File: config.mk
export PLATFORM = sky130hd
export DESIGN_NAME = wcrc_top
export DESIGN_NICKNAME = d
export VERILOG_FILES = /design/src/wcrc_pkg.sv /design/src/wcrc_tree_if.sv /design/src/wcrc_alert.sv /design/src/wcrc_top.sv /design/src/wcrc_tree.sv
export SDC_FILE = /design/constraint.sdc
export NUM_CORES = 1
export LEC_CHECK = 0
export ABC_AREA = 1
export BUFFER_PORTS_ARGS = -buffer_cell sky130_fd_sc_hd__clkbuf_2
export CORE_ASPECT_RATIO = 0.75
export CORE_MARGIN = 4
export CORE_UTILIZATION = 40
export DETAILED_ROUTE_END_ITERATION = 10
export SLEW_MARGIN = 15
export SYNTH_ARGS = -nofsm -noshare
export SYNTH_HDL_FRONTEND = slang
export SYNTH_HIERARCHICAL = 1
export SYNTH_SLANG_ARGS = --single-unit
File: constraint.sdc
create_clock -name pclk -period 17.9 [get_ports pclk]
set_input_delay 2.685 -clock pclk [delete_from_list [all_inputs] [get_ports pclk]]
set_output_delay 2.685 -clock pclk [all_outputs]
set_load 0.01 [all_outputs]
File: src/wcrc_pkg.sv
// Shared constants for the write CRC check and bus inversion block
package wcrc_pkg;
	// ==========================================================
	// Register map
	localparam logic [7:0] WCRC_CTRL_OFS = 8'h00;
	localparam logic [7:0] WCRC_STATUS_OFS = 8'h04;
	localparam logic [7:0] WCRC_LOG_OFS = 8'h08;
	localparam logic [7:0] WCRC_ERRCNT_OFS = 8'h0c;
	// Control fields
	localparam int WCRC_CTRL_CRC_EN = 0;
	localparam int WCRC_CTRL_WINV_EN = 1;
	localparam int WCRC_CTRL_MASK_EN = 2;
	localparam int WCRC_CTRL_ORG_LSB = 3;
	localparam logic [31:0] WCRC_CTRL_RST = 32'h0000_0011;
	// Status and log fields
	localparam int WCRC_STATUS_ERR = 3;
	localparam int WCRC_STATUS_BUSY = 4;
	localparam int WCRC_LOG_ERR = 7;
	// ==========================================================
	// Organisations
	localparam logic [1:0] WCRC_ORG_X4 = 2'h0;
	localparam logic [1:0] WCRC_ORG_X8 = 2'h1;
	localparam logic [1:0] WCRC_ORG_X16 = 2'h2;
	// ==========================================================
	// Burst and CRC shape
	localparam int WCRC_LANES = 16;
	localparam int WCRC_GROUPS = 2;
	localparam int WCRC_VEC_W = 72;
	localparam logic [3:0] WCRC_BURST_LEN = 4'h8;
	localparam logic [3:0] WCRC_BURST_CRC_LEN = 4'ha;
	localparam logic [7:0] WCRC_POLY = 8'h07;
	localparam logic [7:0] WCRC_INIT = 8'h00;
	// ==========================================================
	// Alert timing in device clocks
	localparam int WCRC_ALERT_MAX_CLK = 10;
	localparam logic [3:0] WCRC_ALERT_PULSE_WIDTH_CYC = 4'h8;
	localparam logic [3:0] WCRC_ALERT_GAP_CYC = 4'h2;
	localparam logic [3:0] WCRC_PEND_MAX = 4'hf;
endpackage

File: src/wcrc_tree_if.sv
// Link between the burst capture logic and one CRC tree
`timescale 1ns/1ps
interface wcrc_tree_if;
	logic [71:0] vec;
	logic [7:0] crc_rx;
	logic [7:0] crc_calc;
	logic mismatch;
	modport src (output vec, output crc_rx, input crc_calc, input mismatch);
	modport tree (input vec, input crc_rx, output crc_calc, output mismatch);
endinterface
File: src/wcrc_alert.sv
// Short low pulse generator for the shared alert line
`timescale 1ns/1ps
module wcrc_alert (
	input wire logic pclk,
	input wire logic presetn,
	input wire logic err_evt,
	output logic drive_low,
	output logic busy
);
	import wcrc_pkg::*;

	typedef enum logic [2:0] {
		WCRC_AL_IDLE = 3'b001,
		WCRC_AL_LOW = 3'b010,
		WCRC_AL_GAP = 3'b100
	} wcrc_al_e;

	wcrc_al_e st_q, st_d;
	logic [3:0] cnt_q, cnt_d;
	logic [3:0] pend_q, pend_d;
	logic take;
	logic pend_inc;

	// ==========================================================
	// Each detected error queues its own pulse while fewer than WCRC_PEND_MAX are pending
	assign take = (st_q == WCRC_AL_IDLE) && (pend_q != 4'h0 || err_evt);
	assign pend_inc = err_evt && pend_q != WCRC_PEND_MAX;
	assign pend_d = pend_q + {3'h0, pend_inc} - {3'h0, take};
	assign drive_low = (st_q == WCRC_AL_LOW);
	assign busy = (st_q != WCRC_AL_IDLE) || (pend_q != 4'h0);

	always_comb begin
		st_d = st_q;
		cnt_d = cnt_q;
		unique case (st_q)
			WCRC_AL_IDLE: begin
				if (take) begin
					st_d = WCRC_AL_LOW;
					cnt_d = WCRC_ALERT_PULSE_WIDTH_CYC - 4'h1;
				end
			end
			WCRC_AL_LOW: begin
				cnt_d = cnt_q - 4'h1;
				if (cnt_q == 4'h0) begin
					st_d = WCRC_AL_GAP;
					cnt_d = WCRC_ALERT_GAP_CYC - 4'h1;
				end
			end
			WCRC_AL_GAP: begin
				cnt_d = cnt_q - 4'h1;
				if (cnt_q == 4'h0) begin
					st_d = WCRC_AL_IDLE;
				end
			end
			default: begin
				st_d = WCRC_AL_IDLE;
			end
		endcase
	end

	always_ff @(posedge pclk or negedge presetn) begin
		if (!presetn) begin
			st_q <= WCRC_AL_IDLE;
			cnt_q <= 4'h0;
			pend_q <= 4'h0;
		end else begin
			st_q <= st_d;
			cnt_q <= cnt_d;
			pend_q <= pend_d;
		end
	end
endmodule

File: src/wcrc_top.sv
// Write CRC check, error reporting and write bus inversion
`timescale 1ns/1ps
module wcrc_top (
	input wire logic pclk,
	input wire logic presetn,
	input wire logic psel,
	input wire logic penable,
	input wire logic pwrite,
	input wire logic [31:0] paddr,
	input wire logic [31:0] pwdata,
	output logic [31:0] prdata,
	output logic pready,
	output logic pslverr,
	input wire logic data_strobe,
	input wire logic [15:0] dq,
	input wire logic lower_lane_invert_flag,
	input wire logic upper_lane_invert_flag,
	input wire logic burst_start,
	input wire logic burst_chop_four,
	input wire logic addr_a2,
	input wire logic command_parity_check,
	output logic alert_n_o,
	output logic alert_n_oe,
	output logic [127:0] wr_data,
	output logic [15:0] wr_mask,
	output logic wr_valid
);
	import wcrc_pkg::*;

	typedef enum logic [2:0] {
		WCRC_IDLE = 3'b001,
		WCRC_CAPT = 3'b010,
		WCRC_CHECK = 3'b100
	} wcrc_st_e;

	localparam int SYNC_W = 22;

	// ==========================================================
	// Input synchronisers
	logic [SYNC_W-1:0] sync1_q, sync2_q;
	logic dqs_prev_q, start_prev_q;
	logic [SYNC_W-1:0] pins;
	logic dqs_s, start_s, bc4_s, a2_s;
	logic [15:0] dq_s;
	logic [1:0] flg_s;
	logic dqs_edge, start_rise;

	assign pins = {addr_a2, burst_chop_four, burst_start, data_strobe,
		upper_lane_invert_flag, lower_lane_invert_flag, dq};
	assign dq_s = sync2_q[15:0];
	assign flg_s = sync2_q[17:16];
	assign dqs_s = sync2_q[18];
	assign start_s = sync2_q[19];
	assign bc4_s = sync2_q[20];
	assign a2_s = sync2_q[21];
	assign dqs_edge = dqs_s ^ dqs_prev_q;
	assign start_rise = start_s & ~start_prev_q;

	always_ff @(posedge pclk or negedge presetn) begin
		if (!presetn) begin
			sync1_q <= '0;
			sync2_q <= '0;
			dqs_prev_q <= 1'b0;
			start_prev_q <= 1'b0;
		end else begin
			sync1_q <= pins;
			sync2_q <= sync1_q;
			dqs_prev_q <= dqs_s;
			start_prev_q <= start_s;
		end
	end

	// ==========================================================
	// Register file
	logic [31:0] ctrl_q;
	logic sticky_q, sticky_d;
	logic log_q, log_d;
	logic [7:0] errcnt_q;
	logic acc, wr_acc;
	logic sel_ctrl, sel_status, sel_log, sel_cnt, mapped;
	logic crc_en, winv_en, mask_en;
	logic [1:0] org;
	logic err_evt, alert_busy;
	logic clr_req;
	logic [31:0] rd_mux;

	assign acc = psel & penable;
	assign wr_acc = acc & pwrite;
	assign sel_ctrl = paddr[7:0] == WCRC_CTRL_OFS;
	assign sel_status = paddr[7:0] == WCRC_STATUS_OFS;
	assign sel_log = paddr[7:0] == WCRC_LOG_OFS;
	assign sel_cnt = paddr[7:0] == WCRC_ERRCNT_OFS;
	assign mapped = (paddr[31:8] == 24'h0) & (sel_ctrl | sel_status | sel_log | sel_cnt);
	assign pready = 1'b1;
	assign pslverr = acc & ~mapped;

	assign crc_en = ctrl_q[WCRC_CTRL_CRC_EN];
	assign winv_en = ctrl_q[WCRC_CTRL_WINV_EN];
	assign mask_en = ctrl_q[WCRC_CTRL_MASK_EN];
	assign org = ctrl_q[WCRC_CTRL_ORG_LSB +: 2];

	// Mode-set write of zero to the error bit
	assign clr_req = wr_acc & sel_status & mapped & ~pwdata[WCRC_STATUS_ERR];
	assign sticky_d = err_evt | (sticky_q & ~clr_req);
	assign log_d = sticky_d;

	always_comb begin
		rd_mux = 32'h0;
		if (sel_ctrl) begin
			rd_mux = ctrl_q;
		end else if (sel_status) begin
			rd_mux[WCRC_STATUS_ERR] = sticky_q;
			rd_mux[WCRC_STATUS_BUSY] = alert_busy;
		end else if (sel_log) begin
			rd_mux[WCRC_LOG_ERR] = log_q;
		end else if (sel_cnt) begin
			rd_mux[7:0] = errcnt_q;
		end
	end

	always_ff @(posedge pclk or negedge presetn) begin
		if (!presetn) begin
			ctrl_q <= WCRC_CTRL_RST;
			prdata <= 32'h0;
		end else begin
			if (wr_acc & sel_ctrl & mapped) begin
				ctrl_q <= {27'h0, pwdata[4:0]};
			end
			if (psel & ~penable & ~pwrite) begin
				prdata <= mapped ? rd_mux : 32'h0;
			end
		end
	end

	always_ff @(posedge pclk or negedge presetn) begin
		if (!presetn) begin
			sticky_q <= 1'b0;
			log_q <= 1'b0;
			errcnt_q <= 8'h0;
		end else begin
			sticky_q <= sticky_d;
			log_q <= log_d;
			if (err_evt && errcnt_q != 8'hff) begin
				errcnt_q <= errcnt_q + 8'h1;
			end
		end
	end

	// ==========================================================
	// Burst capture on both strobe edges
	wcrc_st_e st_q, st_d;
	logic [3:0] cnt_q;
	logic [3:0] burst_len;
	logic bc4_q, a2_q;
	logic [15:0] dq_cap_q [0:9];
	logic [1:0] flg_cap_q [0:9];
	logic last_xfer;

	assign burst_len = crc_en ? WCRC_BURST_CRC_LEN : WCRC_BURST_LEN;
	assign last_xfer = dqs_edge && (cnt_q == burst_len - 4'h1);

	always_comb begin
		st_d = st_q;
		unique case (st_q)
			WCRC_IDLE: begin
				if (start_rise) begin
					st_d = WCRC_CAPT;
				end
			end
			WCRC_CAPT: begin
				if (last_xfer) begin
					st_d = WCRC_CHECK;
				end
			end
			WCRC_CHECK: begin
				st_d = WCRC_IDLE;
			end
			default: begin
				st_d = WCRC_IDLE;
			end
		endcase
	end

	always_ff @(posedge pclk or negedge presetn) begin
		if (!presetn) begin
			st_q <= WCRC_IDLE;
			cnt_q <= 4'h0;
			bc4_q <= 1'b0;
			a2_q <= 1'b0;
		end else begin
			st_q <= st_d;
			if (st_q == WCRC_IDLE && start_rise) begin
				cnt_q <= 4'h0;
				bc4_q <= bc4_s;
				a2_q <= a2_s;
			end else if (st_q == WCRC_CAPT && dqs_edge) begin
				cnt_q <= cnt_q + 4'h1;
			end
		end
	end

	always_ff @(posedge pclk or negedge presetn) begin
		if (!presetn) begin
			for (int i = 0; i < 10; i++) begin
				dq_cap_q[i] <= 16'h0;
				flg_cap_q[i] <= 2'h3;
			end
		end else if (st_q == WCRC_CAPT && dqs_edge) begin
			dq_cap_q[cnt_q] <= dq_s;
			flg_cap_q[cnt_q] <= flg_s;
		end
	end

	// ==========================================================
	// CRC tree inputs
	wcrc_tree_if tif0 ();
	wcrc_tree_if tif1 ();
	logic [71:0] vec [0:1];
	logic [7:0] crc_rx [0:1];
	logic mask_lane_used;

	// Mask lane counts only when mask or inversion is on
	assign mask_lane_used = (mask_en | winv_en) & (org != WCRC_ORG_X4);

	always_comb begin
		logic lane_used;
		logic pos_used;
		logic [2:0] src;
		lane_used = 1'b0;
		pos_used = 1'b0;
		src = 3'h0;
		for (int g = 0; g < WCRC_GROUPS; g++) begin
			for (int l = 0; l < 9; l++) begin
				for (int p = 0; p < 8; p++) begin
					// A2 picks which half of the chopped vector holds data
					pos_used = !bc4_q || (p[2] == a2_q);
					src = bc4_q ? {1'b0, p[1:0]} : p[2:0];
					if (l == 8) begin
						lane_used = mask_lane_used;
					end else if (org == WCRC_ORG_X4) begin
						lane_used = (g == 0) && (l < 4);
					end else begin
						lane_used = 1'b1;
					end
					if (lane_used && pos_used) begin
						vec[g][l*8+p] = (l == 8) ? flg_cap_q[src][g] : dq_cap_q[src][g*8+l];
					end else begin
						vec[g][l*8+p] = 1'b1;
					end
				end
			end
			if (org == WCRC_ORG_X4) begin
				crc_rx[g] = {dq_cap_q[9][3:0], dq_cap_q[8][3:0]};
			end else begin
				crc_rx[g] = dq_cap_q[8][g*8 +: 8];
			end
		end
	end

	assign tif0.vec = vec[0];
	assign tif0.crc_rx = crc_rx[0];
	assign tif1.vec = vec[1];
	assign tif1.crc_rx = crc_rx[1];

	wcrc_tree u_tree0 (
		.t(tif0)
	);

	wcrc_tree u_tree1 (
		.t(tif1)
	);

	assign err_evt = (st_q == WCRC_CHECK) && crc_en &&
		(tif0.mismatch || (org == WCRC_ORG_X16 && tif1.mismatch));

	// ==========================================================
	// Alert line
	logic crc_low;

	wcrc_alert u_alert (
		.pclk(pclk),
		.presetn(presetn),
		.err_evt(err_evt),
		.drive_low(crc_low),
		.busy(alert_busy)
	);

	assign alert_n_o = 1'b0;
	assign alert_n_oe = crc_low | command_parity_check;

	// ==========================================================
	// Stored write data with inversion and mask
	logic inv_allowed;
	logic [127:0] data_d;
	logic [15:0] mask_d;

	assign inv_allowed = winv_en & (org != WCRC_ORG_X4);

	always_comb begin
		for (int t = 0; t < 8; t++) begin
			for (int g = 0; g < WCRC_GROUPS; g++) begin
				// Active low flag means the lane arrived inverted
				data_d[t*16+g*8 +: 8] = dq_cap_q[t][g*8 +: 8] ^
					{8{inv_allowed & ~flg_cap_q[t][g]}};
				mask_d[t*2+g] = mask_en & ~inv_allowed & ~flg_cap_q[t][g];
			end
		end
	end

	always_ff @(posedge pclk or negedge presetn) begin
		if (!presetn) begin
			wr_data <= 128'h0;
			wr_mask <= 16'h0;
			wr_valid <= 1'b0;
		end else begin
			// Masked bursts with a bad CRC are dropped
			wr_valid <= (st_q == WCRC_CHECK) && !(err_evt && mask_en);
			if (st_q == WCRC_CHECK) begin
				wr_data <= data_d;
				wr_mask <= mask_d;
			end
		end
	end
endmodule

File: src/wcrc_tree.sv
// One CRC-8 tree over a 72-bit burst vector
`timescale 1ns/1ps
module wcrc_tree (
	wcrc_tree_if.tree t
);
	import wcrc_pkg::*;

	// ==========================================================
	// Serial form of the tree, highest input bit first
	function automatic logic [7:0] crc8(input logic [71:0] v);
		logic [7:0] c;
		logic fb;
		c = WCRC_INIT;
		for (int i = WCRC_VEC_W - 1; i >= 0; i--) begin
			fb = c[7] ^ v[i];
			c = {c[6:0], 1'b0};
			if (fb) begin
				c = c ^ WCRC_POLY;
			end
		end
		return c;
	endfunction

	assign t.crc_calc = crc8(t.vec);
	assign t.mismatch = (t.crc_calc != t.crc_rx);
endmodule

# After elaboration in Yosys (flattened, before gate mapping)
# Index checks and enable logic that the tools add are counted.
# W data, S select, Z words.
[op_classes] n_addsub=6 mul=0 n_div=0 n_lt_le_gt_ge=6 n_eq_ne=21 n_shift=0 n_mux=346 n_bitwise=384 reduce_logical=34
[op_table] cell="$mux W3" n=155
[op_table] cell="$not A3 Y3" n=142
[op_table] cell="$bmux W16 S4" n=4
[op_table] cell="$bwmux W160" n=1
[op_table] cell="$mux W1" n=146
[op_table] cell="$mux W16" n=9
[op_table] cell="$xor A1 B1 Y1" n=133
[op_table] cell="$xor A8 B8 Y8" n=16
[op_table] cell="$demux W16 S4" n=1
[op_table] cell="$and A1 B1 Y1" n=48
[op_table] cell="$mux W8" n=5
[op_table] cell="$bmux W2 S4" n=4
[op_table] cell="$logic_not A24 Y1" n=1
[op_table] cell="$not A1 Y1" n=24
[op_table] cell="$mux W2" n=11
[op_table] cell="$bwmux W20" n=1
[op_table] cell="$ge A4 B5 Y1 const B" n=4
[op_table] cell="$eq A8 B4 Y1 const B" n=2
[op_table] cell="$logic_and A1 B1 Y1" n=16
[op_table] cell="$mux W4" n=4
[op_table] cell="$ne A8 B8 Y1" n=2
[op_table] cell="$not A3 Y4" n=4
[op_table] cell="$pmux W4 S3" n=1
[op_table] cell="$xor A1 B1 Y1 const A" n=10
[op_table] cell="other kinds (34)" n=53
[totals] ff_bits=437 latchBits=0 mem_bits_rw=0 romBits=0 in_bits=92 n_memories=0

# Longest topological paths before layout
[depth] depth_word=157 depth_mapped=74

# Cells and area by module
# The synthesis kept the hierarchy.
[modules_own_cells] module="wcrc_top" n_inst=1 cells_per_inst=2005 area_each_um2=17564.3
[modules_own_cells] module="wcrc_tree" n_inst=2 cells_per_inst=855 area_each_um2=3932.5
[modules_own_cells] module="wcrc_alert" n_inst=1 cells_per_inst=92 area_each_um2=730.7

# Least setup slack after synthesis
# No wires, ideal clock.
[synth_timing] path_kind="reg2reg" from="register ctrl_q[4]" to="register u_alert.pend_q[2]" setup_time_ns=0.124 arrival_ns=6.717 setup_slack_ns=11.058 stages_incl_launch_ff=63 cell_sequence="dfstp_2 nor2_1 buf_2 nor3_1 nand2_1 inv_2 nand2_1 nand2_1 inv_1 nand2_1 nand2_1 nand2_2 nand3_2 nand2_4 nand2_2 nand2_4 nand2_1 nand2_2 (+27 left out) nand2_1 nand2_1 nand2_1 nand3_1 nor2_1 nand2_1 a31o_2 nand2_1 inv_1 inv_1 nand3_1 nand2_2 inv_1 ha_1 inv_1 ha_1 fa_1 xor2_1"
[synth_between] elab_chain_len=65
[synth_lines] item="start: declaration" line="wcrc_top.sv:75" source="logic [31:0] ctrl_q;"
[synth_lines] item="start signal: assignment" line="wcrc_top.sv:127" source="ctrl_q <= {27'h0, pwdata[4:0]};"
[synth_lines] item="$reduce_bool A2 Y1 (*)" line="wcrc_top.sv:223" source="assign mask_lane_used = (mask_en | winv_en) & (org != WCRC_ORG_X4);"
[synth_lines] item="$and A1 B1 Y1 (*)" line="wcrc_top.sv:223"
[synth_lines] item="$logic_and A1 B1 Y1 (*)" line="wcrc_top.sv:245" source="if (lane_used && pos_used) begin"
[synth_lines] item="$mux W1 (*)" line="wcrc_top.sv:245"
[synth_lines] item="net tif1.vec[67]" line="wcrc_tree_if.sv:4" source="logic [71:0] vec;"
[synth_lines] item="$xor A1 B1 Y1 (*)" line="wcrc_tree.sv:15" source="fb = c[7] ^ v[i];"
[synth_lines] item="$mux W3 (*)" line="wcrc_tree.sv:17" source="if (fb) begin"
[synth_lines] item="$not A3 Y3 (no source line)"
[synth_lines] item="(+52 left out)"
[synth_lines] item="net tif1.mismatch" line="wcrc_tree_if.sv:7" source="logic mismatch;"
[synth_lines] item="$logic_and A1 B1 Y1 (*)" line="wcrc_top.sv:274" source="(tif0.mismatch || (org == WCRC_ORG_X16 && tif1.mismatch));"
[synth_lines] item="$logic_or A1 B1 Y1 (*)" line="wcrc_top.sv:274"
[synth_lines] item="$logic_and A1 B1 Y1 (*)" line="wcrc_top.sv:273" source="assign err_evt = (st_q == WCRC_CHECK) && crc_en &&"
[synth_lines] item="net err_evt" line="wcrc_top.sv:83" source="logic err_evt, alert_busy;"
[synth_lines] item="$logic_and A1 B1 Y1 / $logic_or A1 B1 Y1 (equally long branches)" line="wcrc_alert.sv:27, wcrc_alert.sv:26"
[synth_lines] item="$add A4 B1 Y4 / $logic_and A1 B1 Y1 (equally long branches)" line="wcrc_alert.sv:28, wcrc_alert.sv:26"
[synth_lines] item="$sub A4 B1 Y4 (*)" line="wcrc_alert.sv:28" source="assign pend_d = pend_q + {3'h0, pend_inc} - {3'h0, take};"
[synth_lines] item="net u_alert.pend_d[2]" line="wcrc_alert.sv:20" source="logic [3:0] pend_q, pend_d;"
[synth_lines] item="end signal: assignment" line="wcrc_alert.sv:69" source="pend_q <= pend_d;"
[synth_lines] item="end: declaration" line="wcrc_alert.sv:20"
# The timed path passes the listed nets; every way through them passes the cells marked *.
# A chain may end at the register's enable or synchronous reset.

# Worst setup path in the final report
[layout_timing] from="register ctrl_q[4]" to="register u_alert.pend_q[2]"
[layout_lines] item="$reduce_bool A2 Y1 (*)" line="wcrc_top.sv:223"
[layout_lines] item="$and A1 B1 Y1 (*)" line="wcrc_top.sv:223"
[layout_lines] item="$logic_and A1 B1 Y1 (*)" line="wcrc_top.sv:245"
[layout_lines] item="$mux W1 (*)" line="wcrc_top.sv:245"
[layout_lines] item="net tif0.vec[70]" line="wcrc_tree_if.sv:4"
[layout_lines] item="$xor A1 B1 Y1 (*)" line="wcrc_tree.sv:15"
[layout_lines] item="$mux W3 (*)" line="wcrc_tree.sv:17"
[layout_lines] item="$not A3 Y3 (no source line) / $xor A1 B1 Y1 (equally long branches)"
[layout_lines] item="(+49 left out)"
[layout_lines] item="net tif0.crc_calc[0]" line="wcrc_tree_if.sv:6" source="logic [7:0] crc_calc;"
[layout_lines] item="(+1 left out)"
[layout_lines] item="net tif0.mismatch" line="wcrc_tree_if.sv:7"
[layout_lines] item="$logic_or A1 B1 Y1 (*)" line="wcrc_top.sv:274"
[layout_lines] item="$logic_and A1 B1 Y1 (*)" line="wcrc_top.sv:273"
[layout_lines] item="net err_evt" line="wcrc_top.sv:83"
[layout_lines] item="$logic_and A1 B1 Y1 / $logic_or A1 B1 Y1 (equally long branches)" line="wcrc_alert.sv:27, wcrc_alert.sv:26"
[layout_lines] item="$add A4 B1 Y4 / $logic_and A1 B1 Y1 (equally long branches)" line="wcrc_alert.sv:28, wcrc_alert.sv:26"
[layout_lines] item="$sub A4 B1 Y4 (*)" line="wcrc_alert.sv:28"
[layout_lines] item="net u_alert.pend_d[2]" line="wcrc_alert.sv:20"
# Marked as above.

==> metrics.cfg <==
[run_status]
status = complete, no violations

[detailed_routing]
avgViaCountPerCell = 5.110
dr.pass1.iters = 9
drt-total-wl_um = 85390
postRouteAntennaNets = 0
num_vias = 24960
drc = 0
drt_iter0_drc = 2352
post_drt_wl_per_cell_um = 17.48

[clocking]
cts.sinks = 397
cts_root_buf = clkbuf_16
cts_max_path_buffers = 3
cts.htree.levels = 2
post_cts_resized = 0
cts_setup_buffers = 0
cts_tree = done
cts_hold_buf = 0
clk_latency_ps = 610
path_clk_slew_ps = 60
cts-buffers-inserted = 46

[power]
power.density_nw_per_um2 = 100.8
seq_power_share_pct = 32.3
ir_drop_mv = 0.1087
combinationalPowerShare_pct = 33.7
p_sw_share_pct = 38.14
p_sw_mw = 1.132
power.internal_mw = 1.836
clockPowerShare_pct = 33.9
leakage_nw = 15.74

[place]
dp_cells = 4800
gp_congestion = 0.9093
io_buffer_count = 219
place_hpwl_um = 62560
pre_cts_ws_ps = 8880

[setup_path]
cp-end-kind = flip-flop
worst_path_most_repeated_cell = nand2_1
startpoint_type = flip-flop
critPathMaxStageDelay_ps = 570
cp_data_arrival_time_ps = 9530
critPathRequiredTime_ps = 18400
cp_slowest_cell = dfstp_2
critical_path_class = flip-flop to flip-flop
crit_fanout = 14

[floorplanning]
core_sq_um = 64160
initial_core_util_pct = 40.74
die-area_sq_um = 69540
fp.dieW_um = 303.2
ios = 273
fp-row-count = 80
die_y_um = 229.4

[finish]
seq_area_sq_um = 9961
drive_gt1_share_pct = 16.53
instances_no_fill = 4885
fin_util_pct = 45.89
final_cell_mix = nand2_1, inv_1, nand3_1
fillers = 6488
multiInputGateArea_sq_um = 13810
final_common_cell = nand2_1
layout-area-overhead-vs-synth_pct = 12.65
nNetsFinal = 4093

[timing]
setup_viol = 0
clock.fmax_mhz = 110.7
period_share_pct = 50.49
fin_crit_ps = 9037
slew_violations = 0
finClkSkew_ps = 37.67
fin_ws_ps = 8863
final-hold-violation-count = 0
setup-tns-final_ps = 0
rsz0062_at_grt = no
hold_slack_ps = 346.6
slew_headroom_pct = 37.94
tightest_slew_ps = 929.1

[global_routing]
grt_pass1_wl_um = 131200
grt-ovfl-total = 0
first_global_vias = 22560
antenna_found_initial = 0
track_usage_pct = 24.21
grt_max_degree = 104

[synthesis]
synth_warnings = 6
syn_avg_cell_area_sq_um = 6.876
postSynthCellCount = 3801
syn-cell-area_sq_um = 26140

[run]
maxCapViolations = 0

[worst_hold_path]
min_path_type = flip-flop to flip-flop

[layout make-up]
| class | count | area share [%] |
|---|---|---|
| clock buffers | 64 | 4.479 |
| flip-flops and latches | 397 | 33.83 |
| inverters | 464 | 5.962 |
| repair buffers | 234 | 4.139 |
| diodes | 1 | 0.008499 |
| multi-input cells | 2844 | 46.89 |
| clock inverters | 20 | 1.033 |
| well taps | 861 | 3.659 |
[state kept, by name (all words and copies together) (netlist names), 4 cells and up]
name            count
u_alert/cnt_q       4
wr_data           128
sync2_q            22
u_alert/pend_q      4
sync1_q            22
errcnt_q            8
ctrl_q              5
wr_mask            16
prdata              8
cnt_q               4
dq_cap_q          148
flg_cap_q          16
[power groups by stage]
stage,registers [mW],clock network [mW],logic (mW)
floorplan,0.964,0,0.786
global placement,0.974,0,0.971
detailed placement,0.974,0,0.982
CTS,0.958,1.03,0.987
global route,0.963,1.07,1.15
finish,0.960,1.01,1.00
[layer usage]
layer | vias up | track usage, % | wire length (um)
met5 | - | 0 | 0
met4 | 0 | 5.025 | 1652
met3 | 89 | 7.347 | 8879
met2 | 820 | 32.33 | 33290
met1 | 11610 | 37.87 | 41560
li1 | 12440 | - | -
[worst paths after layout]
path                            start                end  slack [ps]  cells past startpoint
max                         ctrl_q[4]  u_alert/pend_q[2]        8860                     64
min                        sync1_q[7]         sync2_q[7]         350                      0
max reg2reg                 ctrl_q[4]  u_alert/pend_q[2]        8860                     64
min reg2reg                sync1_q[7]         sync2_q[7]         350                      0
max in group asynchronous     presetn      dq_cap_q[107]       12890                      4
min in group asynchronous     presetn    u_alert/st_q[2]        2080                      1
[per-stage QoR]
| step | cell area (sq um) | power, mW |
|---|---|---|
| 2_1_floorplan | 26230 | 1.751 |
| 3_3_place_gp | 27810 | 1.945 |
| 3_5_place_dp | 27810 | 1.956 |
| 4_1_cts | 29440 | 2.976 |
| 5_1_grt | 29440 | 3.179 |
| 6_report | 29440 | 2.969 |
[worst max-delay path, delay by kind of cell, from the launching register on]
family	cells	cell delay [ps]
AO/OA/AOI/OAI	3	920
AND/OR/NAND/NOR	48	5230
flip-flops	1	570
buffers and inverters	9	1130
adder cells (fa/ha/maj)	3	890
XOR/XNOR	1	170
(Power assumes the default switching activity.)
